<file path="src/logic/ris_pkg.sv">
// package: register offsets, field positions, reset values and timing of the radio interrupt block
package ris_pkg;
  localparam logic [6:0] RIS_OFS_STATUS_ONE   = 7'h03;
  localparam logic [6:0] RIS_OFS_STATUS_TWO   = 7'h04;
  localparam logic [6:0] RIS_OFS_ENABLE_ONE   = 7'h05;
  localparam logic [6:0] RIS_OFS_ENABLE_TWO   = 7'h06;
  // second-group field positions
  localparam int RIS_B_SYNC    = 7;
  localparam int RIS_B_PRE_OK  = 6;
  localparam int RIS_B_PRE_BAD = 5;
  localparam int RIS_B_RSSI    = 4;
  localparam int RIS_B_WAKE    = 3;
  localparam int RIS_B_LOWBAT  = 2;
  localparam int RIS_B_READY   = 1;
  localparam int RIS_B_POR     = 0;
  // first-group field positions
  localparam int RIS_B_FIFO_ERR  = 7;
  localparam int RIS_B_TX_AFULL  = 6;
  localparam int RIS_B_TX_AEMPTY = 5;
  localparam int RIS_B_RX_AFULL  = 4;
  localparam int RIS_B_EXT       = 3;
  localparam int RIS_B_PK_SENT   = 2;
  localparam int RIS_B_PK_VALID  = 1;
  localparam int RIS_B_CRC_ERR   = 0;
  // writable part of the second enable register
  localparam logic [7:0] RIS_EN_TWO_WMASK = 8'h1f;
  localparam logic [7:0] RIS_EN_ONE_RST   = 8'h00;
  localparam logic [7:0] RIS_EN_TWO_RST   = 8'h00;
  localparam logic [7:0] RIS_STATUS_RST   = 8'h01;
  // crystal settling time
  localparam int RIS_XTAL_SETTLE_US = 600;
  localparam int RIS_CLK_MHZ        = 10;
  localparam int RIS_XTAL_SETTLE_CYC = RIS_XTAL_SETTLE_US * RIS_CLK_MHZ;
  typedef enum logic [1:0] {RIS_XT_IDLE, RIS_XT_SETTLE, RIS_XT_READY} ris_xtal_e;
endpackage

</file>
<file path="src/logic/ris_settle.sv">
// crystal settle timer: flags ready after the settling count while any clock user is on
`timescale 1ns/1ps
module ris_settle #(
  parameter int SETTLE_CYC = ris_pkg::RIS_XTAL_SETTLE_CYC
) (
  input  wire logic mclk_i,
  input  wire logic srst_i,
  input  wire logic ce_i,
  input  wire logic xtal_on_i,
  output logic      ready_o
);
  import ris_pkg::*;
  ris_xtal_e   state;
  ris_xtal_e   next_state;
  logic [15:0] cnt;
  logic [15:0] next_cnt;

  // count down while settling; dropping the request returns to idle from any state
  always_comb begin
    next_state = state;
    next_cnt   = cnt;
    case (state)
      RIS_XT_IDLE: begin
        next_cnt = 16'(SETTLE_CYC - 1);
        if (xtal_on_i) next_state = RIS_XT_SETTLE;
      end
      RIS_XT_SETTLE: begin
        if (!xtal_on_i) next_state = RIS_XT_IDLE;
        else if (cnt == 16'h0000) next_state = RIS_XT_READY;
        else next_cnt = cnt - 16'h0001;
      end
      RIS_XT_READY: begin
        if (!xtal_on_i) next_state = RIS_XT_IDLE;
      end
      default: next_state = RIS_XT_IDLE;
    endcase
  end

  always_ff @(posedge mclk_i) begin
    if (srst_i) begin
      state <= RIS_XT_IDLE;
      cnt   <= 16'h0000;
    end else if (ce_i) begin
      state <= next_state;
      cnt   <= next_cnt;
    end
  end

  assign ready_o = (state == RIS_XT_READY);
endmodule

</file>
<file path="src/logic/ris_edge.sv">
// rising edge detector for a group of event levels
`timescale 1ns/1ps
module ris_edge #(
  parameter int W = 8
) (
  input  wire logic         mclk_i,
  input  wire logic         srst_i,
  input  wire logic         ce_i,
  input  wire logic [W-1:0] lvl_i,
  output logic      [W-1:0] rise_o
);
  logic [W-1:0] prev;
  logic [W-1:0] next_prev;

  // previous level, so a held level gives only one pulse
  always_comb begin
    next_prev = lvl_i;
  end

  always_ff @(posedge mclk_i) begin
    if (srst_i) prev <= '0;
    else if (ce_i) prev <= next_prev;
  end

  assign rise_o = lvl_i & ~prev;
endmodule

</file>
<file path="src/logic/ris_irq.sv">
// radio interrupt status and enable registers with the active-low interrupt pin
`timescale 1ns/1ps
module ris_irq #(
  parameter int SETTLE_CYC = ris_pkg::RIS_XTAL_SETTLE_CYC
) (
  input  wire logic       mclk_i,
  input  wire logic       srst_i,
  input  wire logic       ce_i,
  input  wire logic [6:0] reg_addr_i,
  input  wire logic       reg_wr_i,
  input  wire logic       reg_rd_i,
  input  wire logic [7:0] reg_wdata_i,
  output logic      [7:0] reg_rdata_o,
  input  wire logic       pre_det_mode_i,
  input  wire logic       sync_det_i,
  input  wire logic       pkt_done_i,
  input  wire logic       pre_det_i,
  input  wire logic       sync_timeout_i,
  input  wire logic       pre_bad_i,
  input  wire logic       rssi_above_i,
  input  wire logic       wake_expire_i,
  input  wire logic       lowbat_i,
  input  wire logic       xtal_on_i,
  input  wire logic       por_i,
  input  wire logic [7:0] group_one_evt_i,
  output logic            interrupt_request_low_o
);
  import ris_pkg::*;

  logic [7:0] en_one;
  logic [7:0] next_en_one;
  logic [7:0] en_two_w;
  logic [7:0] next_en_two_w;
  logic [7:0] en_two;
  logic [7:0] st_two;
  logic [7:0] next_st_two;
  logic [7:0] st_one;
  logic [7:0] next_st_one;
  logic [7:0] pend_two;
  logic [7:0] next_pend_two;
  logic [7:0] rise_two;
  logic [7:0] rise_one;
  logic [7:0] src_two;
  logic       chip_ready;
  logic       rd_two;
  logic       rd_one;
  logic       irq_low;
  logic       next_irq_low;
  logic [7:0] next_rdata;
  logic       pend_any;

  ris_settle #(
    .SETTLE_CYC (SETTLE_CYC)
  ) u_settle (
    .mclk_i    (mclk_i),
    .srst_i    (srst_i),
    .ce_i      (ce_i),
    .xtal_on_i (xtal_on_i),
    .ready_o   (chip_ready)
  );

  ris_edge #(.W(8)) u_edge_two (
    .mclk_i (mclk_i),
    .srst_i (srst_i),
    .ce_i   (ce_i),
    .lvl_i  (st_two),
    .rise_o (rise_two)
  );

  ris_edge #(.W(8)) u_edge_one (
    .mclk_i (mclk_i),
    .srst_i (srst_i),
    .ce_i   (ce_i),
    .lvl_i  (group_one_evt_i),
    .rise_o (rise_one)
  );

  assign rd_two = ce_i & reg_rd_i & (reg_addr_i == RIS_OFS_STATUS_TWO);
  assign rd_one = ce_i & reg_rd_i & (reg_addr_i == RIS_OFS_STATUS_ONE);

  // top three enables mirror the preamble detect mode, never the host write
  assign en_two = {{3{pre_det_mode_i}}, en_two_w[4:0]};

  // enable registers; only writable bits of the second one are stored
  always_comb begin
    next_en_one   = en_one;
    next_en_two_w = en_two_w;
    if (ce_i && reg_wr_i && reg_addr_i == RIS_OFS_ENABLE_ONE) begin
      next_en_one = reg_wdata_i;
    end
    if (ce_i && reg_wr_i && reg_addr_i == RIS_OFS_ENABLE_TWO) begin
      next_en_two_w = reg_wdata_i & RIS_EN_TWO_WMASK;
    end
  end

  // second-group status levels, as the radio sees them
  always_comb begin
    next_st_two = st_two;
    if (sync_det_i) next_st_two[RIS_B_SYNC] = 1'b1;
    else if (pkt_done_i) next_st_two[RIS_B_SYNC] = 1'b0;
    if (pre_det_i) next_st_two[RIS_B_PRE_OK] = 1'b1;
    else if (sync_det_i || sync_timeout_i) next_st_two[RIS_B_PRE_OK] = 1'b0;
    next_st_two[RIS_B_PRE_BAD] = pre_bad_i; // self-clearing pulse
    next_st_two[RIS_B_RSSI]    = rssi_above_i;
    next_st_two[RIS_B_WAKE]    = wake_expire_i; // pulse, not a status
    // latched even when masked; a later enable still fires on the pending copy
    if (lowbat_i) next_st_two[RIS_B_LOWBAT] = 1'b1;
    else if (rd_two && en_two[RIS_B_LOWBAT]) next_st_two[RIS_B_LOWBAT] = 1'b0;
    next_st_two[RIS_B_READY] = chip_ready;
    if (por_i) next_st_two[RIS_B_POR] = 1'b1;
    else if (rd_two && en_two[RIS_B_POR]) next_st_two[RIS_B_POR] = 1'b0;
  end

  // only enabled rises arm a pending flag; masked bits stay plain status,
  // except low battery, whose rise is kept so a later enable still fires
  assign src_two = rise_two & (en_two | (8'h01 << RIS_B_LOWBAT));

  // pending interrupt flags; a new event in the read cycle beats the clear
  always_comb begin
    next_pend_two = pend_two;
    if (rd_two) next_pend_two = pend_two & ~en_two;
    next_pend_two = next_pend_two | src_two;
    next_st_one   = st_one;
    if (rd_one) next_st_one = st_one & ~en_one;
    next_st_one = next_st_one | rise_one;
  end

  assign pend_any = |(pend_two & en_two) | |(st_one & en_one);

  // pin low when anything enabled is pending; read of status two releases it unless a first-group flag or a new enabled rise is pending
  always_comb begin
    next_irq_low = pend_any;
    if (rd_two && ~|(st_one & en_one) && ~|(src_two & en_two)) next_irq_low = 1'b0;
  end

  // read data, registered; view of status two shows pending or live level
  always_comb begin
    next_rdata = reg_rdata_o;
    if (ce_i && reg_rd_i) begin
      case (reg_addr_i)
        RIS_OFS_STATUS_ONE: next_rdata = st_one;
        RIS_OFS_STATUS_TWO: next_rdata = (pend_two & en_two) | (st_two & ~en_two);
        RIS_OFS_ENABLE_ONE: next_rdata = en_one;
        RIS_OFS_ENABLE_TWO: next_rdata = en_two;
        default:            next_rdata = 8'h00;
      endcase
    end
  end

  always_ff @(posedge mclk_i) begin
    if (srst_i) begin
      en_one      <= RIS_EN_ONE_RST;
      en_two_w    <= RIS_EN_TWO_RST;
      st_two      <= RIS_STATUS_RST;
      pend_two    <= RIS_STATUS_RST;
      st_one      <= 8'h00;
      irq_low     <= 1'b0;
      reg_rdata_o <= 8'h00;
    end else if (ce_i) begin
      en_one      <= next_en_one;
      en_two_w    <= next_en_two_w;
      st_two      <= next_st_two;
      pend_two    <= next_pend_two;
      st_one      <= next_st_one;
      irq_low     <= next_irq_low;
      reg_rdata_o <= next_rdata;
    end
  end

  assign interrupt_request_low_o = ~irq_low;

  // a low battery event is latched into status two on the next edge, masked or not
  a_lowbat_latch: assert property (@(posedge mclk_i) disable iff (srst_i)
    ce_i && lowbat_i |=> st_two[RIS_B_LOWBAT]) else $error("low battery not latched");

  a_pin_pending: assert property (@(posedge mclk_i) disable iff (srst_i)
    ce_i && !rd_two && pend_any |=> !interrupt_request_low_o) else $error("pin high with pending flag");

  a_ro_enables: assert property (@(posedge mclk_i) disable iff (srst_i)
    en_two[7:5] == {3{pre_det_mode_i}}) else $error("read-only enables follow host");

  a_sync_rise: assert property (@(posedge mclk_i) disable iff (srst_i)
    ce_i && sync_det_i |=> st_two[RIS_B_SYNC] && !st_two[RIS_B_PRE_OK]) else $error("sync flags wrong");

  a_pre_rise: assert property (@(posedge mclk_i) disable iff (srst_i)
    ce_i && pre_det_i |=> st_two[RIS_B_PRE_OK]) else $error("preamble flag not set");

  a_rssi_follow: assert property (@(posedge mclk_i) disable iff (srst_i)
    ce_i |=> st_two[RIS_B_RSSI] == $past(rssi_above_i)) else $error("rssi flag not following");

  a_read_clear: assert property (@(posedge mclk_i) disable iff (srst_i)
    rd_two && !src_two[RIS_B_WAKE] && en_two[RIS_B_WAKE] |=> !pend_two[RIS_B_WAKE]) else $error("wake not cleared");

  a_masked_keep: assert property (@(posedge mclk_i) disable iff (srst_i)
    rd_two && !en_two[RIS_B_POR] && st_two[RIS_B_POR] |=> st_two[RIS_B_POR]) else $error("masked flag cleared");

  a_group_one: assert property (@(posedge mclk_i) disable iff (srst_i)
    ce_i && |(rise_one & en_one) ##1 ce_i |=> !interrupt_request_low_o) else $error("group one not gated");

  // rise arms the pending flag one edge later, the pin follows one edge after that
  a_edge_pin: assert property (@(posedge mclk_i) disable iff (srst_i)
    ce_i && |(rise_two & en_two) && !rd_two ##1 ce_i && !rd_two
    |=> !interrupt_request_low_o) else $error("rise missed");
endmodule

</file>
<file path="config.mk">
export PLATFORM = sky130hd
export DESIGN_NAME = ris_irq
export DESIGN_NICKNAME = d
export VERILOG_FILES = /design/src/logic/ris_pkg.sv /design/src/logic/ris_settle.sv /design/src/logic/ris_edge.sv /design/src/logic/ris_irq.sv
export SDC_FILE = /design/constraint.sdc
export NUM_CORES = 1
export LEC_CHECK = 0
export ABC_AREA = 1
export BUFFER_PORTS_ARGS = -buffer_cell sky130_fd_sc_hd__buf_2
export CAP_MARGIN = 20
export CORE_MARGIN = 3
export CORE_UTILIZATION = 35
export DETAILED_ROUTE_END_ITERATION = 8
export PLACE_DENSITY = 0.54
export SETUP_SLACK_MARGIN = 0.3
export SYNTH_ARGS = -nofsm -noshare
export SYNTH_HDL_FRONTEND = slang
export SYNTH_SLANG_ARGS = --single-unit
</file>
<file path="constraint.sdc">
create_clock -name mclk_i -period 5.2 [get_ports mclk_i]
set_clock_uncertainty 0.2 [all_clocks]
set_input_delay 0.78 -clock mclk_i [delete_from_list [all_inputs] [get_ports mclk_i]]
set_output_delay 0.78 -clock mclk_i [all_outputs]
set_load 0.005 [all_outputs]
</file>
==> reports/qor.csv <==
stage,metric,value,unit
placed_design,portBuffers,47,
detailed_routing,antenna_left,0,
detailed_routing,drtIter0Drc,264,
setup_path,critical_path_class,input pin to register,
pwr,powerDensity,330,nW/um2
setup_path,cp_max_fo,34,
cells_and_area,drive_gt1_frac,0.173,
pwr,peakVddDrop,0.303,mV
detailed_routing,dr.pass1.iters,5,
synth,synth_xor_area_frac,0.00442,
sta,setup_violations,0,
grt,grt_overflow,0,
cells_and_area,final_common_cell,nand2_1,
grt,grt_max_degree,51,
detailed_routing,wl,10200,um
clock_tree,cts.path.max_buffers,2,
cells_and_area,num_antenna_cells,0,
cells_and_area,areaGrowthSynthToFinish,15.2,%
synth,synth.distinct_cells,30,
sta,period_share,0.491,
grt,grt_pass1_vias,3512,
floorplanning,die_w,112,um
synth,yosys.area_share.simple,0.312,
clock_tree,cts_resized,0,
detailed_routing,drcViolationCount,0,
sta,hold_viol_final,0,
cells_and_area,stdcell_area,4570,um2
synth,synth_top_family_by_area,simple AND/OR/NAND/NOR gates,
synth,synth_top_area_share,0.404,
setup_path,cp_data_required_time,5190,ps
pwr,power_leakage,1.85,nW
min_path,hp-class,register to register,
cells_and_area,final_nets,656,
placed_design,globalplace.congestion,0.835,
cells_and_area,final_cell_mix,"nand2_1 (125), dfxtp_1 (80), a21oi_1 (73)",
floorplanning,num_rows,38,
synth,ys_top_cells_by_area,"dfxtp_1 (40%), nand2_1 (12%), a21oi_1 (9.2%)",
sta,setup_tns,0,ps
detailed_routing,vias,3811,
synth,avgSynthCellArea,6.86,um2
clock_tree,cts_buffers,9,
synth,syn_inst,578,
floorplanning,die_h,112,um
setup_path,start_kind,input pin,
job,maxCapViolations,0,
clock_tree,clk_pin_slew,60,ps
sta,drv_slew,0,
sta,worst_pin_slew,909,ps
pwr,p_total,1.51,mW
placed_design,place_area,4280,um2
clock_tree,clock_latency,340,ps
synth,synth-compound-area-share,0.199,
synth,synthAdderAreaFrac,0.00315,
detailed_routing,viasPerCell,5.01,
clock_tree,cts_setup_buffers,0,
sta,fmax,0.392,GHz
synth,yosys_warnings,0,
synth,synth-seq-area-share,0.404,
detailed_routing,detail_route.wl_per_cell,13.4,um
clock_tree,htree_levels,3,
grt,gr-usage-all-layers,0.167,
clock_tree,cts.sinks,80,
synth,syn-num-nets,618,
clock_tree,cts_tree,yes,
setup_path,critPathCaptureType,register,
sta,rsz0062_at_grt,no,
floorplanning,initial_utilization,0.363,
synth,netlist_area,3970,um2
setup_path,arrival,2540,ps
cells_and_area,fill_cells,1175,
synth,ys_ff_latch,80,
grt,grt_pass1_wl,17200,um
placed_design,hpwl,7370,um
floorplanning,dieArea,12600,um2
clock_tree,holdBufCountCts,0,
synth,synthMuxAreaShare,0,
grt,antenna_found_initial,0,
outcome,status,completed,
sta,fin_crit,2550,ps
synth,synth_top_cell_by_area,dfxtp_1,
floorplanning,core_area,10900,um2
clock_tree,cts_root_buffer,clkbuf_16,
floorplanning,pin_count,48,
sta,relSlewSlack,0.392,
## state kept, by name, indices dropped and copies added (netlist names)
register         cells
reg_rdata_o          8
u_settle.state       2
u_edge_one.prev      8
pend_two             8
irq_low              1
u_settle.cnt        16
st_one               8
en_one               8
u_edge_two.prev      8
st_two               8
en_two_w             5
## through the flow
stage	setup WS [ps]	utilization	std cells	hold WS, ps
floorplan	3170	-	578	223
global placement	2350	0.391	745	241
detailed placement	2300	0.391	745	244
CTS	2650	0.418	760	257
global route	2410	0.418	760	276
finish	2650	0.418	760	255
## kinds of logic after synthesis
| kind of cell | count (synthesis) |
|---|---|
| xor gates and xnor gates | 2 |
| adders and majority gates | 1 |
| and+or+nand+nor | 271 |
| AOI/OAI and AO/OA | 150 |
| buffers and inverters | 74 |
| DFF | 80 |
## critical path: stages
cell and delay, ps:
buf_2 200, buf_4 350, nand2_2 220, inv_1 250, nand3_1 290, o21ai_0 330
a21oi_1 100
## layer usage
metal  GRT usage  up-vias  part of all wire
met5           0        -                 0
met4      0.0521        0             0.013
met3      0.0437       13             0.059
met2       0.261       97              0.45
met1       0.228     1723              0.48
li1            -     1978                 -
## final cells by class
type,count,area [um2],area share
Inverter,52,195,0.0427
Timing Repair Buffer,49,250,0.0548
Sequential cell,80,1600,0.350
Clock inverter,2,12.5,0.00274
Clock buffer,13,280,0.0613
Tap cell,140,175,0.0383
Multi-Input combinational cell,424,2050,0.450
## synthesized netlist by cell type
master / instances
xor2_1: 2
nor3_1: 2
and3_1: 1
o21a_1: 3
buf_2: 3
o21ai_0: 52
nand3b_1: 5
nor3_4: 2
buf_1: 2
ha_1: 1
inv_2: 2
a21oi_1: 73
or2_2: 12
nor2_1: 46
o31ai_1: 1
a21oi_2: 7
o22ai_1: 1
buf_4: 2
clkbuf_1: 12
nand2_1: 125
buf_6: 3
nand4_1: 7
o21ai_1: 13
nor2_2: 10
inv_1: 50
nand3_2: 2
or2_0: 1
dfxtp_1: 80
nand3_1: 50
nand2_2: 8
## power by group
group          internal, mW  leakage [nW]  switching (mW)
clock                 0.372         0.144           0.245
combinational        0.0770          1.05           0.141
sequential            0.644         0.655          0.0265
total                  1.09          1.85           0.413
## final timing paths
| kind | to | cells after the start | start | slack (ps) |
|---|---|---|---|---|
| worst min-delay path | st_two[0] | 2 | st_two[0] | 250 |
| worst min register to register | st_two[0] | 2 | st_two[0] | 250 |
| worst max-delay path | st_one[3] | 7 | ce_i | 2650 |
| worst max register to register | u_settle.cnt[11] | 9 | u_settle.cnt[0] | 3060 |
(Power assumes the default switching activity.)
